$ cat config.mk
export PLATFORM = sky130hd
export DESIGN_NAME = dpa_top
export DESIGN_NICKNAME = d
export VERILOG_FILES = /design/src/common/dpa_pkg.sv /design/src/common/dpa_side_if.sv /design/src/design/dpa_side_ctrl.sv /design/src/design/dpa_top.sv
export SDC_FILE = /design/constraint.sdc
export NUM_CORES = 1
export LEC_CHECK = 0
export BUFFER_PORTS_ARGS = -buffer_cell sky130_fd_sc_hd__clkbuf_2
export CAP_MARGIN = 20
export CORE_MARGIN = 4
export CORE_UTILIZATION = 56
export CTS_CLUSTER_DIAMETER = 40
export CTS_CLUSTER_SIZE = 24
export DETAILED_ROUTE_END_ITERATION = 10
export HOLD_SLACK_MARGIN = 0.12
export PLACE_DENSITY = 0.83
export SLEW_MARGIN = 30
export SYNTH_ARGS = -nofsm -noshare
export SYNTH_HDL_FRONTEND = slang
export SYNTH_SLANG_ARGS = --single-unit
$ cat constraint.sdc
create_clock -name clk -period 1.9 [get_ports clk]
set_clock_uncertainty 0.15 [all_clocks]
set_input_delay 0.475 -clock clk [delete_from_list [all_inputs] [get_ports clk]]
set_output_delay 0.475 -clock clk [all_outputs]
set_load 0.03 [all_outputs]
$ cat src/common/dpa_pkg.sv
// Shared constants and helpers for the dual port parallel io adapter
package dpa_pkg;

  // ==========================================================
  // Widths and register selects
  localparam int        PORT_WIDTH   = 8;
  localparam logic [1:0] SEL_PORT_A  = 2'h0;
  localparam logic [1:0] SEL_CTRL_A  = 2'h1;
  localparam logic [1:0] SEL_PORT_B  = 2'h2;
  localparam logic [1:0] SEL_CTRL_B  = 2'h3;

  // ==========================================================
  // Control register field positions
  localparam int CTRL_EN_FIRST    = 0;
  localparam int CTRL_POL_FIRST   = 1;
  localparam int CTRL_ACCESS      = 2;
  localparam int CTRL_EN_SECOND   = 3;
  localparam int CTRL_POL_SECOND  = 4;
  localparam int CTRL_MODE_SECOND = 5;
  localparam int CTRL_FLAG_SECOND = 6;
  localparam int CTRL_FLAG_FIRST  = 7;
  localparam int CTRL_WR_BITS     = 6;

  // ==========================================================
  // Reset values
  localparam logic [7:0] RESET_CTRL = 8'h00;
  localparam logic [7:0] RESET_PORT = 8'h00;
  localparam logic [7:0] RESET_DIR  = 8'h00;

  // ==========================================================
  // Processor bus sync vector bit positions
  localparam int BUS_PHI2   = 15;
  localparam int BUS_RW     = 14;
  localparam int BUS_CS0    = 13;
  localparam int BUS_CS1    = 12;
  localparam int BUS_CS2_N  = 11;
  localparam int BUS_SEL_HI = 10;
  localparam int BUS_SEL_LO = 9;
  localparam int BUS_INIT_N = 8;
  localparam int BUS_WIDTH  = 16;

  // Bus cycle states, Gray from idle to commit; the return to idle flips both bits
  typedef enum logic [1:0] {
    BUS_IDLE   = 2'h0,
    BUS_STROBE = 2'h1,
    BUS_COMMIT = 2'h3
  } dpa_bus_state_type;

  // Active edge between two samples
  function automatic logic dpa_edge_hit(input logic prev, input logic cur,
                                        input logic rising);
    dpa_edge_hit = rising ? (cur & ~prev) : (prev & ~cur);
  endfunction

endpackage

$ cat src/common/dpa_side_if.sv
// Carrier between the bus front end and one side's control logic
`timescale 1ns/1ns
interface dpa_side_if;
  import dpa_pkg::*;
  logic       clear;     // Init clear
  logic       ctrl_wr;   // Control write pulse
  logic [7:0] wr_data;   // Control write data
  logic       flag_clr;  // Data read clears flags
  logic       first_in;  // Synced first control input
  logic       second_in; // Synced second control input
  logic [7:0] control;   // Control register view
  logic       irq;       // Request active, high true

  modport front (output clear, ctrl_wr, wr_data, flag_clr, first_in,
                 second_in, input control, irq);
  modport side  (input clear, ctrl_wr, wr_data, flag_clr, first_in,
                 second_in, output control, irq);
endinterface

$ cat src/design/dpa_side_ctrl.sv
// Control register, edge flags and request logic of one side
`timescale 1ns/1ns
module dpa_side_ctrl
  import dpa_pkg::*;
(
  // Clock and reset
  input  wire logic  clk,
  input  wire logic  reset,
  // Front end link
  dpa_side_if.side   link
);

  // ==========================================================
  // State
  typedef struct packed {
    logic [5:0] ctrl;
    logic [1:0] flags;  // [1] first, [0] second
    logic       prev_first;
    logic       prev_second;
    logic       primed;
  } dpa_side_state_type;

  dpa_side_state_type state;
  dpa_side_state_type next_state;

  logic hit_first;
  logic hit_second;

  // Edge compare against prior sample
  always_comb
  begin
    hit_first  = state.primed & dpa_edge_hit(state.prev_first, link.first_in,
                   state.ctrl[CTRL_POL_FIRST]);
    hit_second = state.primed & ~state.ctrl[CTRL_MODE_SECOND]
               & dpa_edge_hit(state.prev_second, link.second_in,
                   state.ctrl[CTRL_POL_SECOND]);
  end

  // Next state
  always_comb
  begin
    next_state             = state;
    next_state.prev_first  = link.first_in;
    next_state.prev_second = link.second_in;
    next_state.primed      = 1'b1;
    if (link.ctrl_wr)
      next_state.ctrl = link.wr_data[CTRL_WR_BITS-1:0];
    // Clear first, then a coincident edge wins
    if (link.flag_clr)
      next_state.flags = 2'b00;
    if (hit_first)
      next_state.flags[1] = 1'b1;
    if (hit_second)
      next_state.flags[0] = 1'b1;
    if (link.clear)
    begin
      next_state      = '0;
      next_state.ctrl = RESET_CTRL[CTRL_WR_BITS-1:0];
    end
  end

  // Register
  always_ff @(posedge clk)
  begin
    if (reset)
      state <= '0;
    else
      state <= next_state;
  end

  // Outputs to the front end
  assign link.control = {state.flags, state.ctrl};
  assign link.irq = (state.flags[1] & state.ctrl[CTRL_EN_FIRST])
                  | (state.flags[0] & state.ctrl[CTRL_EN_SECOND]);

endmodule // dpa_side_ctrl

$ cat src/design/dpa_top.sv
// Dual port parallel io adapter: bus front end and both ports
`timescale 1ns/1ns
module dpa_top
  import dpa_pkg::*;
(
  // Clock and reset
  input  wire logic                  clk,
  input  wire logic                  reset,
  // Processor bus
  input  wire logic                  phi2,
  input  wire logic                  rw,
  input  wire logic                  select_high_first,
  input  wire logic                  select_high_second,
  input  wire logic                  select_low_n,
  input  wire logic                  sel_hi,
  input  wire logic                  sel_lo,
  input  wire logic                  init_n,
  input  wire logic [7:0]            data_in,
  output logic      [7:0]            data_out,
  output logic                       data_oe,
  // Port A pins and control inputs
  input  wire logic [PORT_WIDTH-1:0] port_a_pins_in,
  output logic      [PORT_WIDTH-1:0] port_a_pins_out,
  output logic      [PORT_WIDTH-1:0] port_a_pins_oe,
  input  wire logic                  a_edge_in_first,
  input  wire logic                  a_edge_in_second,
  // Port B pins and control inputs
  input  wire logic [PORT_WIDTH-1:0] port_b_pins_in,
  output logic      [PORT_WIDTH-1:0] port_b_pins_out,
  output logic      [PORT_WIDTH-1:0] port_b_pins_oe,
  input  wire logic                  b_edge_in_first,
  input  wire logic                  b_edge_in_second,
  // Open-drain interrupt requests
  input  wire logic                  a_int_request_n_in,
  output logic                       a_int_request_n_out,
  output logic                       a_int_request_n_oe,
  input  wire logic                  b_int_request_n_in,
  output logic                       b_int_request_n_out,
  output logic                       b_int_request_n_oe
);

  // ==========================================================
  // State of the front end
  typedef struct packed {
    // Two-stage synchronisers
    logic [BUS_WIDTH-1:0]  bus_meta;
    logic [BUS_WIDTH-1:0]  bus_sync;
    logic [PORT_WIDTH-1:0] pa_meta;
    logic [PORT_WIDTH-1:0] pa_sync;
    logic [PORT_WIDTH-1:0] pb_meta;
    logic [PORT_WIDTH-1:0] pb_sync;
    logic [3:0]            edge_meta;
    logic [3:0]            edge_sync;
    // Bus cycle tracking
    logic                  phi2_prev;
    dpa_bus_state_type     bus_state;
    logic                  lat_sel;
    logic                  lat_rw;
    logic [1:0]            lat_rs;
    logic [7:0]            lat_data;
    // Port registers
    logic [PORT_WIDTH-1:0] port_a_data;
    logic [PORT_WIDTH-1:0] port_a_direction;
    logic [PORT_WIDTH-1:0] port_b_data;
    logic [PORT_WIDTH-1:0] port_b_direction;
    // Pulses toward the side logic
    logic [1:0]            side_wr;   // [1] A, [0] B
    logic [1:0]            side_clr;  // [1] A, [0] B
    logic [7:0]            side_data;
    // Registered outputs
    logic [7:0]            data_out;
    logic                  data_oe;
    logic                  irq_a;
    logic                  irq_b;
  } dpa_top_state_type;

  dpa_top_state_type state;
  dpa_top_state_type next_state;

  // Links to the two side controllers
  dpa_side_if side_a_link ();
  dpa_side_if side_b_link ();

  // ==========================================================
  // Helpers

  // Chip is addressed by all three selects
  function automatic logic chip_hit(input logic [BUS_WIDTH-1:0] v);
    chip_hit = v[BUS_CS0] & v[BUS_CS1] & ~v[BUS_CS2_N];
  endfunction

  // Register select pair from a sync vector
  function automatic logic [1:0] reg_sel(input logic [BUS_WIDTH-1:0] v);
    reg_sel = {v[BUS_SEL_HI], v[BUS_SEL_LO]};
  endfunction

  // Port B read: stored bit on outputs, pin on inputs
  function automatic logic [PORT_WIDTH-1:0] mix_port(
    input logic [PORT_WIDTH-1:0] stored,
    input logic [PORT_WIDTH-1:0] pins,
    input logic [PORT_WIDTH-1:0] dir);
    mix_port = (stored & dir) | (pins & ~dir);
  endfunction

  // ==========================================================
  // Decoded bus view
  logic                 phi2_now;
  logic                 init_now;
  logic                 phi2_rise;
  logic                 phi2_fall;
  logic                 live_sel;
  logic [1:0]           live_rs;
  logic                 access_a;
  logic                 access_b;
  logic [7:0]           read_value;

  always_comb
  begin
    phi2_now  = state.bus_sync[BUS_PHI2];
    init_now  = state.bus_sync[BUS_INIT_N];
    phi2_rise = phi2_now & ~state.phi2_prev;
    phi2_fall = ~phi2_now & state.phi2_prev;
    live_sel  = chip_hit(state.bus_sync);
    live_rs   = reg_sel(state.bus_sync);
    access_a  = side_a_link.control[CTRL_ACCESS];
    access_b  = side_b_link.control[CTRL_ACCESS];
  end

  // Read data multiplexer
  always_comb
  begin
    case (live_rs)
      SEL_PORT_A:
        if (access_a)
          read_value = state.pa_sync;
        else
          read_value = state.port_a_direction;
      SEL_CTRL_A:
        read_value = side_a_link.control;
      SEL_PORT_B:
        if (access_b)
          read_value = mix_port(state.port_b_data, state.pb_sync,
                                state.port_b_direction);
        else
          read_value = state.port_b_direction;
      default:
        read_value = side_b_link.control;
    endcase
  end

  // ==========================================================
  // Next state
  always_comb
  begin
    next_state = state;

    // Synchroniser chains for the bus, port pin and edge inputs
    next_state.bus_meta  = {phi2, rw, select_high_first, select_high_second,
                            select_low_n, sel_hi, sel_lo, init_n, data_in};
    next_state.bus_sync  = state.bus_meta;
    next_state.pa_meta   = port_a_pins_in;
    next_state.pa_sync   = state.pa_meta;
    next_state.pb_meta   = port_b_pins_in;
    next_state.pb_sync   = state.pb_meta;
    next_state.edge_meta = {a_edge_in_first, a_edge_in_second,
                            b_edge_in_first, b_edge_in_second};
    next_state.edge_sync = state.edge_meta;
    next_state.phi2_prev = phi2_now;

    // Pulses last one cycle
    next_state.side_wr  = 2'b00;
    next_state.side_clr = 2'b00;

    // Bus cycle sequence
    case (state.bus_state)
      BUS_IDLE:
      begin
        next_state.data_oe = 1'b0;
        if (phi2_rise)
          next_state.bus_state = BUS_STROBE;
      end
      BUS_STROBE:
      begin
        if (phi2_now)
        begin
          // Track address and data while phase two is high
          next_state.lat_sel  = live_sel;
          next_state.lat_rw   = state.bus_sync[BUS_RW];
          next_state.lat_rs   = live_rs;
          next_state.lat_data = state.bus_sync[7:0];
          next_state.data_oe  = live_sel & state.bus_sync[BUS_RW];
          next_state.data_out = read_value;
        end
        if (phi2_fall)
        begin
          next_state.data_oe   = 1'b0;
          next_state.bus_state = BUS_COMMIT;
        end
      end
      BUS_COMMIT:
      begin
        next_state.bus_state = BUS_IDLE;
        if (state.lat_sel && state.lat_rw)
        begin
          // Reading a data location clears that side's flags
          if (state.lat_rs == SEL_PORT_A && access_a)
            next_state.side_clr[1] = 1'b1;
          if (state.lat_rs == SEL_PORT_B && access_b)
            next_state.side_clr[0] = 1'b1;
        end
        else if (state.lat_sel)
        begin
          // Write lands after the trailing edge
          next_state.side_data = state.lat_data;
          case (state.lat_rs)
            SEL_PORT_A:
              if (access_a)
                next_state.port_a_data = state.lat_data;
              else
                next_state.port_a_direction = state.lat_data;
            SEL_CTRL_A:
              next_state.side_wr[1] = 1'b1;
            SEL_PORT_B:
              if (access_b)
                next_state.port_b_data = state.lat_data;
              else
                next_state.port_b_direction = state.lat_data;
            default:
              next_state.side_wr[0] = 1'b1;
          endcase
        end
      end
      default:
        next_state.bus_state = BUS_IDLE;
    endcase

    // Interrupt request levels
    next_state.irq_a = side_a_link.irq;
    next_state.irq_b = side_b_link.irq;

    // Init pin clears all registers, keeps synchronisers and the phase two sample phi2_prev
    if (!init_now)
    begin
      next_state.bus_state        = BUS_IDLE;
      next_state.lat_sel          = 1'b0;
      next_state.lat_rw           = 1'b0;
      next_state.lat_rs           = 2'b00;
      next_state.lat_data         = 8'h00;
      next_state.port_a_data      = RESET_PORT;
      next_state.port_a_direction = RESET_DIR;
      next_state.port_b_data      = RESET_PORT;
      next_state.port_b_direction = RESET_DIR;
      next_state.side_wr          = 2'b00;
      next_state.side_clr         = 2'b00;
      next_state.side_data        = 8'h00;
      next_state.data_out         = 8'h00;
      next_state.data_oe          = 1'b0;
      next_state.irq_a            = 1'b0;
      next_state.irq_b            = 1'b0;
    end
  end

  // ==========================================================
  // Register
  always_ff @(posedge clk)
  begin
    if (reset)
      state <= '0;
    else
      state <= next_state;
  end

  // ==========================================================
  // Side controller hookup
  assign side_a_link.clear     = ~init_now;
  assign side_a_link.ctrl_wr   = state.side_wr[1];
  assign side_a_link.wr_data   = state.side_data;
  assign side_a_link.flag_clr  = state.side_clr[1];
  assign side_a_link.first_in  = state.edge_sync[3];
  assign side_a_link.second_in = state.edge_sync[2];

  assign side_b_link.clear     = ~init_now;
  assign side_b_link.ctrl_wr   = state.side_wr[0];
  assign side_b_link.wr_data   = state.side_data;
  assign side_b_link.flag_clr  = state.side_clr[0];
  assign side_b_link.first_in  = state.edge_sync[1];
  assign side_b_link.second_in = state.edge_sync[0];

  // Side A control and flags
  dpa_side_ctrl side_a_ctrl (
    .clk   (clk),
    .reset (reset),
    .link  (side_a_link.side)
  );

  // Side B control and flags
  dpa_side_ctrl side_b_ctrl (
    .clk   (clk),
    .reset (reset),
    .link  (side_b_link.side)
  );

  // ==========================================================
  // Pin outputs
  assign data_out        = state.data_out;
  assign data_oe         = state.data_oe;
  assign port_a_pins_out = state.port_a_data;
  assign port_a_pins_oe  = state.port_a_direction;
  assign port_b_pins_out = state.port_b_data;
  assign port_b_pins_oe  = state.port_b_direction;

  // Open drain: pull low only while requesting
  assign a_int_request_n_out = 1'b0;
  assign a_int_request_n_oe  = state.irq_a;
  assign b_int_request_n_out = 1'b0;
  assign b_int_request_n_oe  = state.irq_b;

endmodule // dpa_top

-- Word-level counts from Yosys, hierarchy flattened
Cells that the tools add are included.
- reduce and logical (&&, ||, !) cells: 23
- equal/unequal tests: 9
- bitwise logic cells: 48
- multiplexer cells: 25
- operator list (cell ; number):
    8-bit one-hot mux with 3 select lines ; 1
    1-bit bitwise AND ; 23
    5-bit AND reduction ; 4
    1-bit NOT ; 19
    8-bit bitwise AND ; 2
    1-bit two-way mux ; 16
    8-bit two-way mux ; 2
    2-bit nonzero test ; 5
    2-bit two-way mux ; 4
    8-bit NOT ; 1
    8-bit bitwise OR ; 1
    2-bit by 1-bit == test with 1-bit output, second input constant ; 3
    2-bit == test, second input constant ; 3
    2-bit zero test ; 3
    2-bit AND reduction ; 3
    5-bit OR reduction ; 1
    2-bit inequality test, second input constant ; 2
    2-bit one-hot mux with 2 select lines ; 1
    4-bit OR reduction ; 1
    1-bit logical AND ; 3
    3-bit inequality test, second input constant ; 1
    3-bit AND reduction ; 1
    3-bit OR reduction ; 1
    1-bit bitwise OR ; 2
    other kinds (2) ; 2
- bits of input ports: 40
- output and inout port bits: 45
- flip-flop bits (word level): 162
- logic and storage cells: 142

-- Logic depth before layout (Yosys ltp)
- depth after elaboration: 6
- gate-level depth with buffers: 7
- gate-level depth less buffers: 4

-- By module
A second synthesis with hierarchy kept.
- cell total of the unflattened synthesis: 638
- area, all modules: 6149.6 sq um
- by module, submodules not included (module ; area each (sq um) ; cells an instance ; sequential area each (sq um) ; instances):
    dpa_top ; 5171.2 ; 542 ; 2842.7 ; 1
    dpa_side_ctrl ; 489.2 ; 48 ; 220.2 ; 2

-- Worst setup path after synthesis
Ideal clock, no wire load.
- kind: register to register
- start: register state[67] (netlist bit)
- end: register state, in the netlist port_b_pins_oe[7]
- path buffers: 2
- period minus slack after synthesis: 1652 ps
- cell stages (with the launch flop): 7
- slack: 248 ps
- arrival time: 1385 ps
- setup time: 117 ps
- data required time: 1633 ps
- path through: dfxtp_1 nand4b_4 or4_1 buf_6 buf_12 nand3_2 o21ai_2
- cells in the longest elaborated chain, start to end: 2
- RTL lines (item ; line ; text):
    from (decl) ; dpa_top.sv:77 ; dpa_top_state_type state;
    from (signal assigned) ; dpa_top.sv:270 ; state <= next_state;
    2-bit == test ; dpa_top.sv:175 ; case (state.bus_state)
    5-bit AND reduction (no line) ; - ;
Every way passes these cells.
A chain may end at the register's enable or synchronous reset.

-- Worst setup path in the final report
- start: register state, in the netlist port_b_pins_oe[7]
- end: output port_b_pins_oe[7]
- RTL lines (item ; line ; text):
    to (decl) ; dpa_top.sv:30 ; output logic [PORT_WIDTH-1:0] port_b_pins_oe,
No word-level cell between the ends.

==> results.sh <==
export IMPL_outcome="finished, final reports clean"
export IMPL_layout_drive_gt1_share=0.2153
export IMPL_grt_pass1_wl_um=19450
export IMPL_path_class="flip-flop to output pin"
export IMPL_slew_headroom=0.5539
export IMPL_cap_violations=0
export IMPL_cts_tree="done"
export IMPL_die_x_um=110.3
export IMPL_r2r_slack_ns=0.13
export IMPL_core_sq_um=10280
export IMPL_hold_path_class="flip-flop to flip-flop"
export IMPL_grt_max_degree=74
export IMPL_cts_max_level=4
export IMPL_synth_most_common_cell="dfxtp_1"
export IMPL_overflow=0
export IMPL_root_buffer="clkbuf_8"
export IMPL_combPwrFrac=0.030
export IMPL_place_ws_ns=0.1062
export IMPL_max_freq_mhz=558.9
export IMPL_clock_latency_ns=0.52
export IMPL_critPathTopFamily="flip-flops"
export IMPL_numPortBuffers=80
export IMPL_postSynthCellCount=611
export IMPL_dp_final_hpwl_um=7976
export IMPL_syn_area_per_cell_sq_um=9.596
export IMPL_p_per_area_nw_per_um2=1002
export IMPL_ys_top_cells_by_count="dfxtp_1 (161), nor2b_1 (73), nand2_1 (50)"
export IMPL_cp_arrival_ns=1.16
export IMPL_p_sw_frac=0.2026
export IMPL_finalSetupViolCount=0
export IMPL_cts_buffer_depth=2
export IMPL_synth_edf_count=0
export IMPL_ys_top_cells_by_area="dfxtp_1 (55%), nor2b_1 (7.8%), buf_4 (5.4%)"
export IMPL_seq_area_sq_um=3226
export IMPL_wl_um=12310
export IMPL_wl_per_cell_um=14.86
export IMPL_yosysUniqueCellTypes=39
export IMPL_power_frac_clock=0.474
export IMPL_finalCritPeriodShare=0.9416
export IMPL_path_clk_slew_ns=0.06
export IMPL_vdd_drop_max_v=0.0005672
export IMPL_crit_chain="clkbuf_2"
export IMPL_slew_viol_final=0
export IMPL_start_util=0.5705
export IMPL_synth_seq_area_share=0.5497
export IMPL_cell_internal_pwr_w=0.005582
export IMPL_tightest_slew_ns=0.6692
export IMPL_ys_warn_count=0
export IMPL_crit_buf_inv=1
export IMPL_async_reset_ff_frac=0
export IMPL_hold_depth=1
export IMPL_die_h_um=110.3
export IMPL_fin_hold_ws_ns=0.2828
export IMPL_multi_input_area_sq_um=2088
export IMPL_crit_required_ns=1.27
export IMPL_timing_rr_start="state[66]"
export IMPL_dieArea_sq_um=12170
export IMPL_diodes=0
export IMPL_leakagePower_nw=2.618
export IMPL_max_stage_delay_ns=0.40
export IMPL_hold_path_endpoint="state[121]"
export IMPL_grt_pass1_vias=4027
export IMPL_vias=4334
export IMPL_power_switching_w=0.001419
export IMPL_critPathSlowestCell="dfxtp_1"
export IMPL_io_pin_count=85
export IMPL_cts_sinks=161
export IMPL_drtAntennaViolNets=0
export IMPL_ys_ff_latch=161
export IMPL_synth_top_area_share=0.5497
export IMPL_drtIter0Drc=332
export IMPL_synth_top_area_cell="dfxtp_1"
export IMPL_p_seq_frac=0.496
export IMPL_crit_path_start_kind="flip-flop"
export IMPL_crit_path_end_kind="output pin"
export IMPL_place_congestion=0.8558
export IMPL_grt_antenna_before_repair=0
export IMPL_finalHoldViolations=0
export IMPL_rsz0062_at_grt="no"
export IMPL_first_pass_iters=5
export IMPL_reg2reg_depth=5
export IMPL_track_usage=0.2128
export IMPL_reg2reg_to="port_b_pins_oe[5]"
export IMPL_drc_errors=0
export IMPL_period_needed_ns=1.789
export IMPL_syn_area_sq_um=5863
export IMPL_numCtsBuffers=17
export IMPL_cp_max_fo=4
export IMPL_setup_ws_ns=0.1109
export IMPL_min_from="next_state[121]"
export IMPL_area_growth_pct=19.21
export IMPL_fin_setup_tns_ns=0
export IMPL_synth_ff_type="dfxtp_1"
export IMPL_num_rows=37
export IMPL_num_fill_cells=777
export IMPL_layout_nets=719
export IMPL_via_per_inst=5.234
==> kinds of logic after synthesis <==
| family | share of synthesized area |
|---|---|
| compound gates | 0.1189 |
| buf+inv | 0.09646 |
| flops | 0.5497 |
| mux | 0.03244 |
| other cells | 0.0006396 |
| simple gates | 0.2019 |
==> placed cells by master (no fill, tap or decap), types with 4 or more instances in the layout <==
| cell type | count |
|---|---|
| a21oi_1 | 42 |
| o21ai_1 | 8 |
| nand3_1 | 37 |
| nor2_1 | 21 |
| mux2i_1 | 19 |
| o211ai_1 | 7 |
| dlygate4sd3_1 | 36 |
| a31oi_1 | 9 |
| and2_1 | 4 |
| o21ai_0 | 34 |
| nand2_1 | 50 |
| clkbuf_16 | 16 |
| dfxtp_1 | 159 |
| nand3_2 | 4 |
| inv_1 | 11 |
| o21ai_2 | 16 |
| buf_4 | 10 |
| clkbuf_2 | 80 |
| nor2b_1 | 73 |
| nand2b_1 | 9 |
==> registers in the layout, summed over array words and instances, names as in the netlist, 2 cells and up <==
name,cells
port_a_pins_oe,8
side_a_link.wr_data,6
port_a_pins_out,8
side_a_ctrl.link.control,8
state,43
side_b_ctrl.link.control,8
next_state,37
data_out,8
side_b_ctrl.state,2
port_b_pins_out,8
live_rs,2
side_a_ctrl.state,3
port_b_pins_oe,8
==> how the worst max path moves through the flow <==
stage                               endpoint  cells past startpoint         startpoint
final                      port_b_pins_oe[7]                      1  port_b_pins_oe[7]
after CTS                  port_b_pins_oe[5]                      5          state[68]
after floorplan            port_b_pins_oe[7]                      6          state[67]
after global placement    port_a_pins_out[0]                      4          state[67]
after global routing       port_b_pins_oe[5]                      5          state[66]
after detailed placement  port_a_pins_out[4]                      4          state[68]
==> worst reg2reg max path: stages, from the launching register on <==
cell and delay, ns:
dfxtp_1 0.41, nand4b_4 0.20, or4_1 0.44, buf_4 0.22, nand3_1 0.16, o21ai_2 0.07
==> routing by layer <==
layer  track usage  wire, um  vias up
met4        0.1082       393        0
met1        0.2511      4950     1983
li1              -         -     2139
met5             0         0        -
met2        0.3583      6054      177
met3       0.05416       910       35
==> power groups by stage <==
stage | Combinational, W | Clock [W] | Sequential, W
6_report | 0.000210 | 0.00332 | 0.00347
3_3_place_gp | 0.000144 | 0 | 0.00355
4_1_cts | 0.000207 | 0.00337 | 0.00347
5_1_grt | 0.000235 | 0.00349 | 0.00348
3_5_place_dp | 0.000149 | 0 | 0.00355
2_1_floorplan | 0.000102 | 0 | 0.00354
==> layout make-up <==
cell class / instances / share of cell area
flip-flops and latches: 161 / 0.4615
multi-input cells: 359 / 0.2988
repair buffers: 128 / 0.1253
clock buffers: 20 / 0.06087
well taps: 136 / 0.02435
clock inverters: 12 / 0.02274
inverters: 12 / 0.006445
==> timing repair <==
action                                 CTS  global route
buffers inserted                         0             0
setup endpoints to repair                0            17
hold buffers                            36             0
endpoints found under the hold margin   36             0
resized for setup                        0             4
==> through the flow <==
| step | utilization | cell area (sq um) | total power (W) | instances |
|---|---|---|---|---|
| finish | 0.6801 | 6989 | 0.007000 | 828 |
| global route | 0.6801 | 6989 | 0.007202 | 828 |
| CTS | 0.6788 | 6977 | 0.007046 | 828 |
| detailed placement | 0.5869 | 6032 | 0.003697 | 760 |
| global placement | 0.5869 | 6032 | 0.003689 | 760 |
| floorplan | - | 5867 | 0.003638 | 612 |
(Power assumes the default switching activity.)
